===== src/logic/cclk_pkg.sv =====
// shared constants for the calendar clock counters
`default_nettype none
package cclk_pkg;
  // register offsets
  localparam logic [3:0] ADDR_SEC   = 4'h0;
  localparam logic [3:0] ADDR_MIN   = 4'h1;
  localparam logic [3:0] ADDR_HOUR  = 4'h2;
  localparam logic [3:0] ADDR_WEEK  = 4'h3;
  localparam logic [3:0] ADDR_DATE  = 4'h4;
  localparam logic [3:0] ADDR_MONTH = 4'h5;
  localparam logic [3:0] ADDR_YEAR  = 4'h6;
  localparam logic [3:0] ADDR_RAM   = 4'h7;
  localparam logic [3:0] ADDR_EXT   = 4'hd;
  // implemented-bit masks, unimplemented bits read zero
  localparam logic [7:0] MASK_SEC   = 8'h7f;
  localparam logic [7:0] MASK_MIN   = 8'h7f;
  localparam logic [7:0] MASK_HOUR  = 8'h3f;
  localparam logic [7:0] MASK_WEEK  = 8'h7f;
  localparam logic [7:0] MASK_DATE  = 8'h3f;
  localparam logic [7:0] MASK_MONTH = 8'h1f;
  localparam logic [7:0] MASK_EXT   = 8'hf3;
  // extension register fields
  localparam int EXT_TEST  = 7;
  localparam int EXT_ALARM = 6;
  localparam int EXT_UPD   = 5;
  localparam int EXT_RUN   = 4;
  localparam int EXT_SRC_H = 1;
  localparam int EXT_SRC_L = 0;
  // bcd ranges
  localparam logic [7:0] BCD_ZERO   = 8'h00;
  localparam logic [7:0] BCD_ONE    = 8'h01;
  localparam logic [7:0] BCD_MAX_MS = 8'h59;
  localparam logic [7:0] BCD_MAX_HR = 8'h23;
  localparam logic [7:0] BCD_MAX_MO = 8'h12;
  localparam logic [7:0] BCD_MAX_YR = 8'h99;
  localparam logic [7:0] BCD_D31    = 8'h31;
  localparam logic [7:0] BCD_D30    = 8'h30;
  localparam logic [7:0] BCD_D29    = 8'h29;
  localparam logic [7:0] BCD_D28    = 8'h28;
  localparam logic [7:0] BCD_FEB    = 8'h02;
  localparam logic [3:0] BCD_NINE   = 4'h9;
  // weekday one-hot ends
  localparam logic [6:0] WEEK_FIRST = 7'h01;
  localparam logic [6:0] WEEK_LAST  = 7'h40;
  // reset contents of the time registers
  localparam logic [7:0] RST_TIME   = 8'h00;
  localparam logic [7:0] RST_DAY    = 8'h01;
  localparam logic [7:0] RST_YEAR   = 8'h01;
  localparam logic [7:0] RST_EXT    = 8'h00;
  // timing
  localparam int CLK_PERIOD_NS = 10;
  localparam int SRC_FAST_HZ   = 4096;
  localparam int NS_PER_S      = 1_000_000_000;
  localparam logic [5:0] DIV_LAST = 6'h3f;
  // timer source codes
  typedef enum logic [1:0] {
    CCLK_SRC_4096 = 2'h0,
    CCLK_SRC_64   = 2'h1,
    CCLK_SRC_SEC  = 2'h2,
    CCLK_SRC_MIN  = 2'h3
  } cclk_src_t;

  // leap year when the bcd year is a multiple of four
  function automatic logic cclk_is_leap(input logic [7:0] yr);
    logic ones_even;
    ones_even = (yr[3:0] == 4'h0) || (yr[3:0] == 4'h4) || (yr[3:0] == 4'h8);
    cclk_is_leap = yr[4] ? ((yr[3:0] == 4'h2) || (yr[3:0] == 4'h6)) : ones_even;
  endfunction : cclk_is_leap

  // last date of a bcd month
  function automatic logic [7:0] cclk_last_date(input logic [7:0] mo, input logic [7:0] yr);
    case (mo)
      8'h04, 8'h06, 8'h09, 8'h11: cclk_last_date = BCD_D30;
      BCD_FEB: cclk_last_date = cclk_is_leap(yr) ? BCD_D29 : BCD_D28;
      default: cclk_last_date = BCD_D31;
    endcase
  endfunction : cclk_last_date
endpackage : cclk_pkg
`default_nettype wire


===== src/logic/cclk_bcd_step.sv =====
// two-digit bcd incrementer with wrap from a top value to a bottom value
`timescale 1ns/1ps
`default_nettype none
module cclk_bcd_step
  import cclk_pkg::*;
(
  // count and range
  input  wire logic [7:0] cur,
  input  wire logic [7:0] bottom,
  input  wire logic [7:0] top,
  // result
  output logic      [7:0] nxt,
  output logic            at_top
);
  // digit carry when the low digit is nine
  assign at_top = (cur == top);
  assign nxt    = at_top ? bottom
                : (cur[3:0] == BCD_NINE) ? {4'(cur[7:4] + 4'h1), 4'h0}
                : {cur[7:4], 4'(cur[3:0] + 4'h1)};
endmodule : cclk_bcd_step
`default_nettype wire


===== src/logic/cclk_core.sv =====
// calendar clock counters with register port and timer source selection
`timescale 1ns/1ps
`default_nettype none
module cclk_core
  import cclk_pkg::*;
#(
  parameter int FAST_DIV = NS_PER_S / (CLK_PERIOD_NS * SRC_FAST_HZ)
)
(
  // clock and reset
  input  wire logic       clk,
  input  wire logic       rstn,
  // register port
  input  wire logic [3:0] reg_addr,
  input  wire logic [7:0] reg_wdata,
  input  wire logic       reg_wr,
  input  wire logic       reg_rd,
  output logic      [7:0] reg_rdata,
  // bus and control events
  input  wire logic       bus_release,
  input  wire logic       halt_count,
  // configuration seen by the timer and alarm logic
  output logic            alarm_target_select,
  output logic            update_period_select,
  output logic            timer_run,
  output logic            timer_source_sel_low,
  output logic            timer_source_sel_high,
  output logic      [7:0] alarm_compare_value,
  // event pulses
  output logic            timer_start,
  output logic            timer_tick,
  output logic            update_event
);
  localparam int PRE_W = $clog2(FAST_DIV);

  logic [PRE_W-1:0] pre_cnt;
  logic [5:0]       div64_cnt;
  logic [5:0]       div1_cnt;
  logic [7:0]       sixty_tick_count;
  logic [7:0]       minutes_count;
  logic [7:0]       hours_count;
  logic [6:0]       weekday_onehot;
  logic [7:0]       date_of_month;
  logic [7:0]       month_count;
  logic [7:0]       year_count;
  logic [7:0]       scratch_byte;
  logic [7:0]       extension_config;

  // prescaler ticks, 4096 Hz keeps running while halted
  wire fast_tick = (pre_cnt == PRE_W'(FAST_DIV - 1));
  wire hz64_tick = fast_tick && (div64_cnt == DIV_LAST) && !halt_count;
  wire sec_tick  = hz64_tick && (div1_cnt == DIV_LAST);

  // register write decode
  wire wr_sec   = reg_wr && (reg_addr == ADDR_SEC);
  wire wr_min   = reg_wr && (reg_addr == ADDR_MIN);
  wire wr_hour  = reg_wr && (reg_addr == ADDR_HOUR);
  wire wr_week  = reg_wr && (reg_addr == ADDR_WEEK);
  wire wr_date  = reg_wr && (reg_addr == ADDR_DATE);
  wire wr_month = reg_wr && (reg_addr == ADDR_MONTH);
  wire wr_year  = reg_wr && (reg_addr == ADDR_YEAR);
  wire wr_ram   = reg_wr && (reg_addr == ADDR_RAM);
  wire wr_ext   = reg_wr && (reg_addr == ADDR_EXT);

  // fast prescaler
  always_ff @(posedge clk)
  begin
    if (!rstn || fast_tick)
      pre_cnt <= '0;
    else
      pre_cnt <= PRE_W'(pre_cnt + 1'b1);
  end

  // sub-second dividers held clear while halted
  // divider freeze
  always_ff @(posedge clk)
  begin
    if (!rstn || halt_count)
      div64_cnt <= 6'h00;
    else if (fast_tick)
      div64_cnt <= 6'(div64_cnt + 6'h01);
  end

  always_ff @(posedge clk)
  begin
    if (!rstn || halt_count)
      div1_cnt <= 6'h00;
    else if (hz64_tick)
      div1_cnt <= 6'(div1_cnt + 6'h01);
  end

  // bcd step results and rollover flags
  logic [7:0] sec_next, min_next, hour_next, date_next, month_next, year_next;
  logic       sec_top, min_top, hour_top, date_top, month_top, year_top;
  wire  [7:0] date_limit = cclk_last_date(month_count, year_count);

  wire sec_step   = sec_tick;
  wire min_step   = sec_step && sec_top;
  wire hour_step  = min_step && min_top;
  wire day_step   = hour_step && hour_top;
  wire month_step = day_step && date_top;
  wire year_step  = month_step && month_top;

  cclk_bcd_step u_sec (
    .cur    (sixty_tick_count),
    .bottom (BCD_ZERO),
    .top    (BCD_MAX_MS),
    .nxt    (sec_next),
    .at_top (sec_top)
  );

  cclk_bcd_step u_min (
    .cur    (minutes_count),
    .bottom (BCD_ZERO),
    .top    (BCD_MAX_MS),
    .nxt    (min_next),
    .at_top (min_top)
  );

  cclk_bcd_step u_hour (
    .cur    (hours_count),
    .bottom (BCD_ZERO),
    .top    (BCD_MAX_HR),
    .nxt    (hour_next),
    .at_top (hour_top)
  );

  cclk_bcd_step u_date (
    .cur    (date_of_month),
    .bottom (BCD_ONE),
    .top    (date_limit),
    .nxt    (date_next),
    .at_top (date_top)
  );

  cclk_bcd_step u_month (
    .cur    (month_count),
    .bottom (BCD_ONE),
    .top    (BCD_MAX_MO),
    .nxt    (month_next),
    .at_top (month_top)
  );

  cclk_bcd_step u_year (
    .cur    (year_count),
    .bottom (BCD_ZERO),
    .top    (BCD_MAX_YR),
    .nxt    (year_next),
    .at_top (year_top)
  );

  // time counters: a host write wins over a tick in the same cycle
  // packed bcd storage
  always_ff @(posedge clk)
  begin
    if (!rstn)
      sixty_tick_count <= RST_TIME;
    else if (wr_sec)
      sixty_tick_count <= reg_wdata & MASK_SEC;
    else if (sec_step)
      sixty_tick_count <= sec_next;
  end

  always_ff @(posedge clk)
  begin
    if (!rstn)
      minutes_count <= RST_TIME;
    else if (wr_min)
      minutes_count <= reg_wdata & MASK_MIN;
    else if (min_step)
      minutes_count <= min_next;
  end

  always_ff @(posedge clk)
  begin
    if (!rstn)
      hours_count <= RST_TIME;
    else if (wr_hour)
      hours_count <= reg_wdata & MASK_HOUR;
    else if (hour_step)
      hours_count <= hour_next;
  end

  // weekday rotation, a bad pattern just shifts as written
  always_ff @(posedge clk)
  begin
    if (!rstn)
      weekday_onehot <= WEEK_FIRST;
    else if (wr_week)
      weekday_onehot <= reg_wdata[6:0];
    else if (day_step)
      weekday_onehot <= {weekday_onehot[5:0], weekday_onehot[6]};
  end

  always_ff @(posedge clk)
  begin
    if (!rstn)
      date_of_month <= RST_DAY;
    else if (wr_date)
      date_of_month <= reg_wdata & MASK_DATE;
    else if (day_step)
      date_of_month <= date_next;
  end

  always_ff @(posedge clk)
  begin
    if (!rstn)
      month_count <= RST_DAY;
    else if (wr_month)
      month_count <= reg_wdata & MASK_MONTH;
    else if (month_step)
      month_count <= month_next;
  end

  always_ff @(posedge clk)
  begin
    if (!rstn)
      year_count <= RST_YEAR;
    else if (wr_year)
      year_count <= reg_wdata;
    else if (year_step)
      year_count <= year_next;
  end

  always_ff @(posedge clk)
  begin
    if (!rstn)
      scratch_byte <= RST_TIME;
    else if (wr_ram)
      scratch_byte <= reg_wdata;
  end

  // extension register; release clear wins so a stray test bit never sticks
  // test bit clear
  always_ff @(posedge clk)
  begin
    if (!rstn)
      extension_config <= RST_EXT;
    else
    begin
      if (wr_ext)
        extension_config <= reg_wdata & MASK_EXT;
      if (bus_release)
        extension_config[EXT_TEST] <= 1'b0;
    end
  end

  // configuration fields
  assign alarm_target_select   = extension_config[EXT_ALARM];
  assign update_period_select  = extension_config[EXT_UPD];
  assign timer_run             = extension_config[EXT_RUN];
  assign timer_source_sel_low  = extension_config[EXT_SRC_L];
  assign timer_source_sel_high = extension_config[EXT_SRC_H];

  // timer source selection; only the fast source survives a halt
  // source select
  wire [1:0] src_code  = {timer_source_sel_high, timer_source_sel_low};
  wire       src_pulse = (src_code == CCLK_SRC_4096) ? fast_tick
                       : (src_code == CCLK_SRC_64)   ? hz64_tick
                       : (src_code == CCLK_SRC_SEC)  ? sec_step
                       : min_step;
  wire       upd_pulse = update_period_select ? min_step : sec_step;
  wire [7:0] alarm_sel = alarm_target_select ? date_of_month : {1'b0, weekday_onehot};

  // registered event pulses and alarm operand
  // timer start and stop
  always_ff @(posedge clk)
  begin
    if (!rstn)
    begin
      timer_start         <= 1'b0;
      timer_tick          <= 1'b0;
      update_event        <= 1'b0;
      alarm_compare_value <= RST_TIME;
    end
    else
    begin
      timer_start         <= wr_ext && reg_wdata[EXT_RUN];
      timer_tick          <= timer_run && src_pulse;
      update_event        <= upd_pulse;
      alarm_compare_value <= alarm_sel;
    end
  end

  // read selection, unmapped offsets read zero
  wire [7:0] rd_mux = (reg_addr == ADDR_SEC)   ? sixty_tick_count
                    : (reg_addr == ADDR_MIN)   ? minutes_count
                    : (reg_addr == ADDR_HOUR)  ? hours_count
                    : (reg_addr == ADDR_WEEK)  ? {1'b0, weekday_onehot}
                    : (reg_addr == ADDR_DATE)  ? date_of_month
                    : (reg_addr == ADDR_MONTH) ? month_count
                    : (reg_addr == ADDR_YEAR)  ? year_count
                    : (reg_addr == ADDR_RAM)   ? scratch_byte
                    : (reg_addr == ADDR_EXT)   ? extension_config
                    : 8'h00;

  // read data valid only in the cycle after the strobe
  always_ff @(posedge clk)
  begin
    if (!rstn || !reg_rd)
      reg_rdata <= 8'h00;
    else
      reg_rdata <= rd_mux;
  end

  // checks on counter behaviour
  a_sec_wrap:
    assert property (@(posedge clk) disable iff (!rstn)
      sec_tick && !reg_wr && (sixty_tick_count == BCD_MAX_MS)
      |=> (sixty_tick_count == BCD_ZERO))
    else $error("seconds did not wrap to 00");

  a_min_carry:
    assert property (@(posedge clk) disable iff (!rstn)
      sec_tick && !reg_wr && (sixty_tick_count == BCD_MAX_MS)
      |=> $changed(minutes_count))
    else $error("seconds rollover did not carry into minutes");

  a_hour_wrap:
    assert property (@(posedge clk) disable iff (!rstn)
      hour_step && !reg_wr && (hours_count == BCD_MAX_HR)
      |=> (hours_count == BCD_ZERO) && $changed(weekday_onehot))
    else $error("hours did not wrap with a weekday step");

  a_week_rotate:
    assert property (@(posedge clk) disable iff (!rstn)
      day_step && !reg_wr && (weekday_onehot == WEEK_LAST)
      |=> (weekday_onehot == WEEK_FIRST))
    else $error("weekday did not return to sunday");

  a_leap_feb:
    assert property (@(posedge clk) disable iff (!rstn)
      day_step && !reg_wr && (month_count == BCD_FEB)
      && (date_of_month == BCD_D28) && (year_count == 8'h04)
      |=> (date_of_month == BCD_D29) && (month_count == BCD_FEB))
    else $error("leap february skipped the 29th");

  a_year_end:
    assert property (@(posedge clk) disable iff (!rstn)
      day_step && !reg_wr && (month_count == BCD_MAX_MO)
      && (date_of_month == BCD_D31)
      |=> (month_count == BCD_ONE) && (date_of_month == BCD_ONE)
      && $changed(year_count))
    else $error("new year did not roll month and year");

  a_halt_freeze:
    assert property (@(posedge clk) disable iff (!rstn)
      halt_count && !reg_wr
      |=> $stable(sixty_tick_count) && $stable(minutes_count))
    else $error("time moved while halted");

  a_test_clear:
    assert property (@(posedge clk) disable iff (!rstn)
      bus_release |=> !extension_config[EXT_TEST])
    else $error("test bit survived a bus release");

  a_ext_reserved:
    assert property (@(posedge clk) disable iff (!rstn)
      reg_rd && (reg_addr == ADDR_EXT)
      |=> (reg_rdata[3:2] == 2'h0))
    else $error("extension reserved bits read nonzero");

  a_scratch_keep:
    assert property (@(posedge clk) disable iff (!rstn)
      wr_ram ##1 !reg_wr ##1 (reg_rd && (reg_addr == ADDR_RAM) && !reg_wr)
      |=> (reg_rdata == $past(reg_wdata, 3)))
    else $error("scratch byte lost its value");

  a_update_sel:
    assert property (@(posedge clk) disable iff (!rstn)
      sec_step && !sec_top && update_period_select && !reg_wr
      |=> !update_event)
    else $error("update event fired on second while minute selected");

  a_timer_gate:
    assert property (@(posedge clk) disable iff (!rstn)
      !timer_run |=> !timer_tick)
    else $error("timer tick while timer stopped");
endmodule : cclk_core
`default_nettype wire


===== config.mk =====
export PLATFORM = sky130hd
export DESIGN_NAME = cclk_core
export DESIGN_NICKNAME = d
export VERILOG_FILES = /design/src/logic/cclk_pkg.sv /design/src/logic/cclk_bcd_step.sv /design/src/logic/cclk_core.sv
export SDC_FILE = /design/constraint.sdc
export NUM_CORES = 1
export LEC_CHECK = 0
export BUFFER_PORTS_ARGS = -buffer_cell sky130_fd_sc_hd__buf_2
export CORE_UTILIZATION = 35
export CTS_BUF_LIST = sky130_fd_sc_hd__clkbuf_4 sky130_fd_sc_hd__clkbuf_8
export DETAILED_ROUTE_END_ITERATION = 8
export PLACE_DENSITY_LB_ADDON = 0.3
export SLEW_MARGIN = 10
export SYNTH_ARGS = -nofsm -noshare
export SYNTH_HDL_FRONTEND = slang
export SYNTH_HIERARCHICAL = 1
export SYNTH_SLANG_ARGS = --single-unit

===== constraint.sdc =====
create_clock -name clk -period 3.05 [get_ports clk]
set_clock_uncertainty 0.1 [all_clocks]
set_input_delay 0.4575 -clock clk [delete_from_list [all_inputs] [get_ports clk]]
set_output_delay 0.4575 -clock clk [all_outputs]
set_load 0.05 [all_outputs]

==> metrics, run 1 <==
status=finished clean; pwr dens=383 mW/mm²; total gr overflow=0; # nets final=about 1100; Layout fillers=about 2100; Fin. Hold Viols=0; Clock Path Buffers=2; die area=roughly 0.022 mm²; FP Rows=53; wire length per cell after detailed routing=roughly 16 µm; Max Slew Vio Count=0; Antenna Cells=0; Post-CTS Setup Inserts=0; Initial Utilization=36.0%; post-synthesis cell count=between 900 and 1000; I/O Buffers=41; Crit Path Class=flip-flop to flip-flop; CP Launch Type=flip-flop; H-Tree Depth=4; Syn-to-layout area delta=17.6%; Final Worst Setup Slack=between 0.3 and 0.4 ns; first drt pass iteration count=5; first-pass GRT wire length=approximately 33 mm; number of synthesis warnings=6; chip width=149 µm; routed wire length=between 20 and 25 mm; Total Neg Setup Slack=0 ns; vias=between 6000 and 7000; Rel. slew slack=between 40 and 50%; Clock Pin Slew Worst Setup and Hold Paths=0.08 ns; post-CTS sizing=0; Mapped Avg Cell Area=approximately 8.4 µm²; Avg Vias per Cell=about 5; cts hold-fix bufs=0; Setup violations, final=0; sw frac=between 20% and 30%; fmax=roughly 0.37 GHz; Final Critical Period=roughly 2.7 ns; Core Region=0.0212 mm²; Clock Sinks=roughly 120; Worst Path Required=3.31 ns; Crit. End Element=flip-flop; CTS buffer count=17; gr usage total=about a fifth; gpl congestion=0.878; fin crit share=between 80% and 90%; Netlist Area Pre-Place=between 0.007 and 0.008 mm²; number of DRC markers in iteration 0=around 430; I/O Pins=42; internal power=between 0.002 and 0.0025 W; area of the multi-input gates=0.00535 mm²; antenna violations before repair=0; crit path max fanout=16; Skew-Pair Late Insertion Delay=0.45 ns; CTS tree=done; number of global-route vias before repair=6153; Worst Max-Slew Pin Slew=~0.76 ns; antenna-violating nets left=0; switching power=0.000940 W; RSZ-0062 raised after global routing=no; Peak VDD IR=a little under 300 µV; clock power share=about 45%; largest net degree at the start of global routing=33; max-cap viol count=0; Storage cell area=0.00230 mm²; combinational share of power=10.1%; Arr. time, crit path=approximately 3.0 ns; share of cells above drive strength 1=between 15 and 20%; dpl hpwl=around 15 mm; Residual DRC=0; static leakage=between 3 and 4 nW; HP Class=primary input to flip-flop; CTS root buf=clkbuf_8; Place WS=between 0.3 and 0.4 ns; Flop pwr share=between 40 and 50%; Die Ht=roughly 150 µm
## cell type report
| class | instances | share of cell area (%) |
|---|---|---|
| clock buffer | 20 | 2.87 |
| clock inverter | 12 | 1.75 |
| inverter | 28 | 1.17 |
| multi-input combinational | 808 | 59.8 |
| sequential | 115 | 25.7 |
| tap | 275 | 3.85 |
| timing repair buffer | 71 | 4.81 |
## sequential cells by signal (all words and copies together), names as in the netlist, 7 cells and up
register	flops
date_of_month	8
pre_cnt	15
reg_rdata	8
sixty_tick_count	8
year_count	8
scratch_byte	8
minutes_count	8
alarm_compare_value	8
weekday_onehot	7
hours_count	8
month_count	8
## metrics by stage
stage	total power [W]	utilization, %	area, µm²	std cells	hold slack [ns]
final	0.00342	42.3	8950	1329	0.112
after global routing	0.00356	42.3	8950	1329	0.0882
after CTS	0.00344	42.3	8950	1329	0.0833
after detailed placement	0.00193	40.4	8540	1297	0.372
after global placement	0.00192	40.4	8540	1297	0.366
after floorplan	0.00183	-	7950	995	0.340
## worst max-delay path: stages (launching register included)
cell,delay (ns)
dfxtp_1,0.41
a211o_1,0.28
a21oi_1,0.15
a21oi_1,0.08
o211ai_1,0.20
xor2_1,0.10
nor4_2,0.30
nand2_2,0.09
inv_1,0.08
nand3_1,0.11
nor4_4,0.14
buf_4,0.26
nor3_1,0.08
a211oi_1,0.22
## power groups by stage
stage / Sequential (W) / Combinational (W) / Clock (W)
2_1_floorplan: 0.00160 / 0.000230 / 0
3_3_place_gp: 0.00159 / 0.000338 / 0
3_5_place_dp: 0.00159 / 0.000341 / 0
4_1_cts: 0.00155 / 0.000342 / 0.00155
5_1_grt: 0.00155 / 0.000383 / 0.00162
6_report: 0.00155 / 0.000347 / 0.00152
## placed cells by master (no fill, tap or decap), types with 4 or more instances in the layout
cell type,count
nor4_1,11
nor3_1,32
xor2_1,66
mux2_2,48
and4bb_2,6
o22ai_1,12
nor2_1,65
nand4_1,18
o211ai_1,8
and2_1,5
conb_1,93
o21ai_0,49
buf_4,30
or3_1,4
clkbuf_8,17
nor2b_1,28
a211oi_1,15
a22o_1,6
nand2_2,6
mux2i_1,69
ha_1,10
nand3_1,50
nand2_1,65
dfxtp_1,115
xnor2_1,30
inv_1,27
nor4_2,6
nand2b_1,13
a21oi_1,48
buf_2,41
## layer usage
metal  wire length [µm]  up-vias  track usage (%)
met2               9270      174             30.1
met1              10100     3148             26.6
met5                  0        -                0
li1                   -     3420                -
met3               1170       28             4.39
met4                418        0             6.53
## worst paths after layout
kind              slack, ns                  startpoint  cells past startpoint                          endpoint
setup / recovery       0.34  year_count[2]$_SDFFE_PN0P_                     13        year_count[5]$_SDFFE_PN0P_
hold / removal         0.11                 bus_release                      2  extension_config[7]$_SDFFE_PP0P_
setup reg to reg       0.34  year_count[2]$_SDFFE_PN0P_                     13        year_count[5]$_SDFFE_PN0P_
hold reg to reg        0.39       pre_cnt[0]$_SDFF_PP0_                      1             pre_cnt[0]$_SDFF_PP0_
(Power assumes the default switching activity.)
==> run 2: changes to the inputs <==
BUFFER_PORTS_ARGS = not set   (was -buffer_cell sky130_fd_sc_hd__buf_2)
DONT_BUFFER_PORTS = 1   (was not set)
==> run 2 against run 1 <==
Compared with the run above:
- wire length about the same
- critical path depth unchanged
- die area stayed put
- sequential share of layout area rose by 0.72 points
- combinational power is 29% lower
- critical path type unchanged
- largest power group unchanged
==> metrics, run 2 (same netlist as run 1, synthesis figures left out) <==
commonest non-fill, non-tap cell in the layout=dfxtp_1 (unchanged); Total Neg Setup Slack=0 ns (unchanged); FP Rows=53 (unchanged); CTS buffer count=17 (unchanged); Place WS=0.331 ns (was 0.361 ns); antenna violations before repair=0 (unchanged); number of DRC markers in iteration 0=461 (was 433); Fin. Hold Viols=0 (unchanged); static leakage=3.63 nW (was 3.86 nW); Avg Vias per Cell=5.22 (was 5.09); number of global-route vias before repair=6032 (was 6153); Worst Max-Slew Pin Slew=0.694 ns (was 0.755 ns); Clock Path Buffers=2 (unchanged); I/O Pins=42 (unchanged); Worst Path Required=3.32 ns (was 3.31 ns); total gr overflow=0 (unchanged); CTS tree=done (unchanged); Tot Pwr=0.00334 W (was 0.00342 W); largest net degree at the start of global routing=75 (was 33); first-pass GRT wire length=33.4 mm (was 33.5 mm); fin crit share=89.8% (was 88.9%); gr usage total=19.4% (was 19.5%); share of cells above drive strength 1=13.3% (was 17.4%); crit path max fanout=16 (unchanged); pwr dens=383 mW/mm² (about the same); routed wire length=21.0 mm (about the same); Clock Sinks=115 (unchanged); dpl hpwl=14.9 mm (was 15.2 mm); # nets final=1022 (was 1069); final std cells w/o fill=1282 (was 1329); largest register by flop count=pre_cnt (unchanged); vias=6687 (was 6770); Core Region=0.0212 mm² (unchanged); Initial Utilization=36.0% (unchanged); Final Worst Setup Slack=0.312 ns (was 0.338 ns); max-cap viol count=0 (unchanged); status=finished clean (unchanged); CP Launch Type=flip-flop (unchanged); Syn-to-layout area delta=14.4% (was 17.6%); gpl congestion=0.812 (was 0.878); Die Ht=149 µm (unchanged); flip-flop count of the largest register after layout=15 (unchanged); Arr. time, crit path=3.00 ns (was 2.97 ns); first drt pass iteration count=5 (unchanged); Rel. slew slack=53.7% (was 49.3%); Residual DRC=0 (unchanged); Crit. End Element=flip-flop (unchanged); Setup violations, final=0 (unchanged); Clock Pin Slew Worst Setup and Hold Paths=0.08 ns (about the same); Post-Place Cell Area=0.00827 mm² (was 0.00854 mm²); HP Class=primary input to flip-flop (unchanged); most frequent cells in the layout=115 x dfxtp_1, 93 x conb_1, 69 x mux2i_1 (unchanged); I/O Buffers=0 (was 41); antenna-violating nets left=0 (unchanged); chip width=149 µm (unchanged); fmax=0.365 GHz (was 0.369 GHz); Antenna Cells=0 (unchanged); die area=0.0223 mm² (unchanged); Crit Path Class=flip-flop to flip-flop (unchanged); RSZ-0062 raised after global routing=no (unchanged); Skew-Pair Late Insertion Delay=0.46 ns (was 0.45 ns); Peak VDD IR=348 µV (was 292 µV); H-Tree Depth=4 (unchanged); Max Slew Vio Count=0 (unchanged); CTS root buf=clkbuf_8 (unchanged); Inst Count DP=1248 (was 1297); Final Instance Area=0.00871 mm² (was 0.00895 mm²); wire length per cell after detailed routing=16.4 µm (was 15.8 µm); Final Critical Period=2.74 ns (was 2.71 ns)
run 2: cell types whose count changed in the layout (fill, tap and decap cells not counted):
cell	previous run	this run
clkinv_2	3	0
buf_4	30	22
clkbuf_8	17	18
clkbuf_4	3	0
inv_8	0	2
bufinv_16	3	2
buf_2	41	0
dlygate4sd3_1	0	2
inv_6	2	5
clkinvlp_4	1	2
run 2: power breakdown:
group          switching [W]  total, W  internal (W)
combinational       0.000139  0.000248      0.000109
clock               0.000747   0.00152      0.000774
sequential         0.0000462   0.00157       0.00152
run 2: metal layers:
metal  wire length (µm)  vias to the layer above  track usage, %
met5                  0                        -               0
met4                362                        0            6.17
met3               1070                       24            4.09
met2               9400                      156            29.4
met1              10100                     3176            27.1
li1                   -                     3331               -
run 2: final timing paths:
check                                                 start  slack, ns  depth (start not counted)                                 to
worst max-delay path            month_count[4]$_SDFFE_PN0P_       0.31                         13         year_count[1]$_SDFFE_PN0P_
worst min-delay path                                   rstn       0.03                          1  alarm_compare_value[6]$_SDFF_PN0_
worst min register to register        pre_cnt[0]$_SDFF_PP0_       0.39                          1              pre_cnt[0]$_SDFF_PP0_
worst max register to register  month_count[4]$_SDFFE_PN0P_       0.31                         13         year_count[1]$_SDFFE_PN0P_
run 2: repair_timing:
item | CTS | global route
buffers inserted | 0 | 0
hold buffers | 2 | 0
resized for setup | 0 | 0
endpoints found under the hold margin | 2 | 0
run 2: area by class of cell:
type | instances | area, µm²
Timing Repair Buffer | 24 | 185
Tap cell | 275 | 344
Inverter | 28 | 105
Clock inverter | 14 | 168
Sequential cell | 115 | 2300
Fill cell | 2171 | 12400
Multi-Input combinational cell | 808 | 5350
Clock buffer | 18 | 248
run 2: worst max-delay path, cell delays in order (launching register included):
cell      delay (ns)
dfxtp_1         0.56
xor2_1          0.18
a21oi_1         0.08
a21oi_1         0.16
o211ai_1        0.12
xor2_1          0.17
nor4_2          0.29
nand2_2         0.08
inv_1           0.08
nand3_1         0.11
nor4_4          0.14
buf_4           0.26
nor3_1          0.07
a211oi_1        0.24
run 2: through the flow:
stage | hold WS, ns | utilization (%)
3_3_place_gp | 0.363 | 39.1
3_5_place_dp | 0.374 | 39.1
6_report | 0.0275 | 41.2
4_1_cts | 0.000425 | 41.2
5_1_grt | 0.00625 | 41.2
2_1_floorplan | 0.340 | -
==> run 3: changes to the inputs <==
ABC_AREA = 1   (was not set)
==> run 3 against run 2 <==
Compared with the run above:
- synthesized cell count grew 41%
- die area is 6.7% higher
- combinational power rose by 14%
- hold slack better by 0.0074 ns
- sequential share of layout area down 2.0 points
- maximum frequency is 2.5% higher
- final cell count is 32% higher
- largest cell class unchanged
- highest routed layer unchanged
==> metrics, run 3 <==
status=finished clean (unchanged); number of DRC markers in iteration 0=747 (was 461); Storage cell area=0.00230 mm² (unchanged); dpl hpwl=17.3 mm (was 14.9 mm); RR Startpoint=month_count[1]$_SDFFE_PN0P_ (was month_count[4]$_SDFFE_PN0P_); CTS buffer count=17 (unchanged); antenna-violating nets left=0 (unchanged); Layout fillers=2439 (was 2171); first-pass GRT wire length=38.3 mm (was 33.4 mm); internal power=0.00252 W (was 0.00240 W); Fin Hold WS=0.0349 ns (was 0.0275 ns); Crit. End Element=flip-flop (unchanged); wire length per cell after detailed routing=13.7 µm (was 16.4 µm); CP bufs+invs=4 (was 2); Skew-Pair Late Insertion Delay=0.45 ns (was 0.46 ns); Peak VDD IR=240 µV (was 348 µV); gr usage total=20.2% (was 19.4%); CTS root buf=clkbuf_8 (unchanged); Crit path largest cell delay=0.50 ns (was 0.56 ns); Worst Path Required=3.33 ns (was 3.32 ns); Rel. slew slack=45.7% (was 53.7%); CP most frequent cell=inv_1; Arr. time, crit path=2.95 ns (was 3.00 ns); Die Ht=154 µm (was 149 µm); HP Class=primary input to flip-flop (unchanged); share of cells above drive strength 1=9.96% (was 13.3%); largest register by flop count=pre_cnt (unchanged); Flop pwr share=45.3% (was 47.0%); Final Critical Period=2.67 ns (was 2.74 ns); sw frac=26.7% (was 28.0%); Setup violations, final=0 (unchanged); Total Neg Setup Slack=0 ns (unchanged); Initial Utilization=35.8% (was 36.0%); die area=0.0239 mm² (was 0.0223 mm²); CTS tree=done (unchanged); FP Rows=55 (was 53); fin crit share=87.6% (was 89.8%); Crit Path Class=flip-flop to flip-flop (unchanged); fmax=0.374 GHz (was 0.365 GHz); Clock Sinks=115 (unchanged); Clock Pin Slew Worst Setup and Hold Paths=0.08 ns (about the same); crit path from=month_count[1]$_SDFFE_PN0P_ (was month_count[4]$_SDFFE_PN0P_); Post-CTS Setup Inserts=0 (unchanged); Min-Delay Path Depth=2 (was 1); CP delay by family, top=simple AND/OR/NAND/NOR gates (unchanged); Mapped Avg Cell Area=6.40 µm² (was 8.42 µm²); # nets final=1420 (was 1022); slowest library cell on the worst path=dfxtp_1 (unchanged); routed wire length=23.2 mm (was 21.0 mm); vias=8181 (was 6687); reg-to-reg slack, setup=0.38 ns (was 0.31 ns); H-Tree Depth=4 (unchanged); Netlist Area Pre-Place=0.00813 mm² (was 0.00761 mm²); Max Slew Vio Count=0 (unchanged); Core Region=0.0227 mm² (was 0.0212 mm²); Clock Path Buffers=2 (unchanged); I/O Pins=42 (unchanged); Residual DRC=0 (unchanged); Worst Setup EP=year_count[1]$_SDFFE_PN0P_ (unchanged); R2R cell count=16 (was 13); Fin. Hold Viols=0 (unchanged); total gr overflow=0 (unchanged); gpl congestion=0.900 (was 0.812); Avg Vias per Cell=4.84 (was 5.22); number of synthesis warnings=6 (unchanged); final core utilization=41.4% (was 41.2%); Worst Max-Slew Pin Slew=0.795 ns (was 0.694 ns); number of global-route vias before repair=7425 (was 6032); chip width=154 µm (was 149 µm); CP Cell Sequence=inv_1, nor4_2, inv_1, nor2_1, nor2_1, inv_1, nand2_1, nand2_2, nand2_4, nor2_4, nand2_4, inv_1, nand4_4, nand2_4, nand2_1, a21oi_1 (was xor2_1, a21oi_1, a21oi_1, o211ai_1, xor2_1, nor4_2, nand2_2, inv_1, nand3_1, nor4_4, buf_4, nor3_1, a211oi_1); post-synthesis cell count=1271 (was 904); crit path max fanout=9 (was 16); commonest non-fill, non-tap cell in the layout=nand2_1 (was dfxtp_1); most frequent cells in the layout=394 x nand2_1, 127 x inv_1, 122 x nand3_1 (was 115 x dfxtp_1, 93 x conb_1, 69 x mux2i_1); area of the multi-input gates=0.00562 mm² (was 0.00535 mm²); WP depth=16 (was 13); antenna violations before repair=0 (unchanged); CP Launch Type=flip-flop (unchanged); RSZ-0062 raised after global routing=no (unchanged); flip-flop count of the largest register after layout=15 (unchanged); largest net degree at the start of global routing=39 (was 75); FF-to-FF End=year_count[1]$_SDFFE_PN0P_ (unchanged); switching power=0.000918 W (was 0.000933 W); max-cap viol count=0 (unchanged); pwr dens=366 mW/mm² (was 383 mW/mm²); Syn-to-layout area delta=15.7% (was 14.4%); first drt pass iteration count=6 (was 5); I/O Buffers=0 (unchanged); combinational share of power=8.2% (was 7.4%); clock power share=46.5% (was 45.6%); static leakage=4.30 nW (was 3.63 nW)
## run 3: stage by stage
step                std cells  area [µm²]  total power [W]  worst slack (ns)
floorplan                1379        8540          0.00182             0.500
global placement         1656        8930          0.00186             0.275
detailed placement       1656        8930          0.00187             0.201
CTS                      1690        9390          0.00347             0.165
global route             1690        9400          0.00358            0.0336
finish                   1691        9410          0.00344             0.379
## run 3: timing repair
| item | 4_1_cts | 5_1_grt |
|---|---|---|
| endpoints found under the setup margin | 0 | 10 |
| hold buffers | 2 | 0 |
| resized for setup | 0 | 3 |
| endpoints found under the hold margin | 5 | 0 |
## run 3: worst min-delay path by stage
| stage | from | endpoint | slack (ns) |
|---|---|---|---|
| 6_report | rstn | minutes_count[7]$_SDFFE_PP0N_ | 0.03 |
| 5_1_grt | rstn | hours_count[1]$_SDFFE_PN0P_ | 0.02 |
| 4_1_cts | rstn | minutes_count[7]$_SDFFE_PP0N_ | 0.005 |
| 3_5_place_dp | scratch_byte[3]$_SDFFE_PN0P_ | scratch_byte[3]$_SDFFE_PN0P_ | 0.34 |
| 3_3_place_gp | scratch_byte[3]$_SDFFE_PN0P_ | scratch_byte[3]$_SDFFE_PN0P_ | 0.34 |
| 2_1_floorplan | scratch_byte[7]$_SDFFE_PN0P_ | scratch_byte[7]$_SDFFE_PN0P_ | 0.33 |
## run 3: layout make-up
cell class	instances	share of cell area, %
multi-input combinational	1097	59.8
sequential	115	24.5
inverter	141	5.63
tap	285	3.79
clock buffer	19	2.71
clock inverter	13	1.96
timing repair buffer	20	1.65
antenna	1	0.0266
## run 3: per-layer routing
layer,track usage [%],vias to the layer above,routed length (µm),part of all wire [%]
met4,6.65,0,369,1.6
met5,0,-,0,0
met3,3.67,30,1160,5.0
li1,-,4301,-,-
met1,26.6,3659,10900,47
met2,33.1,191,10800,46
## run 3: worst register-to-register path: cells and delay by family (launching register included)
family	cells	cell delay (ns)
flops	1	0.50
compound gates	1	0.12
buf+inv	4	0.48
simple gates	11	1.42
## run 3: power by group through the flow
| stage | clock [W] | combinational (W) | sequential [W] |
|---|---|---|---|
| after global placement | 0 | 0.000272 | 0.00159 |
| final | 0.00160 | 0.000282 | 0.00156 |
| after global routing | 0.00170 | 0.000320 | 0.00156 |
| after floorplan | 0 | 0.000230 | 0.00159 |
| after detailed placement | 0 | 0.000274 | 0.00159 |
| after CTS | 0.00163 | 0.000279 | 0.00156 |
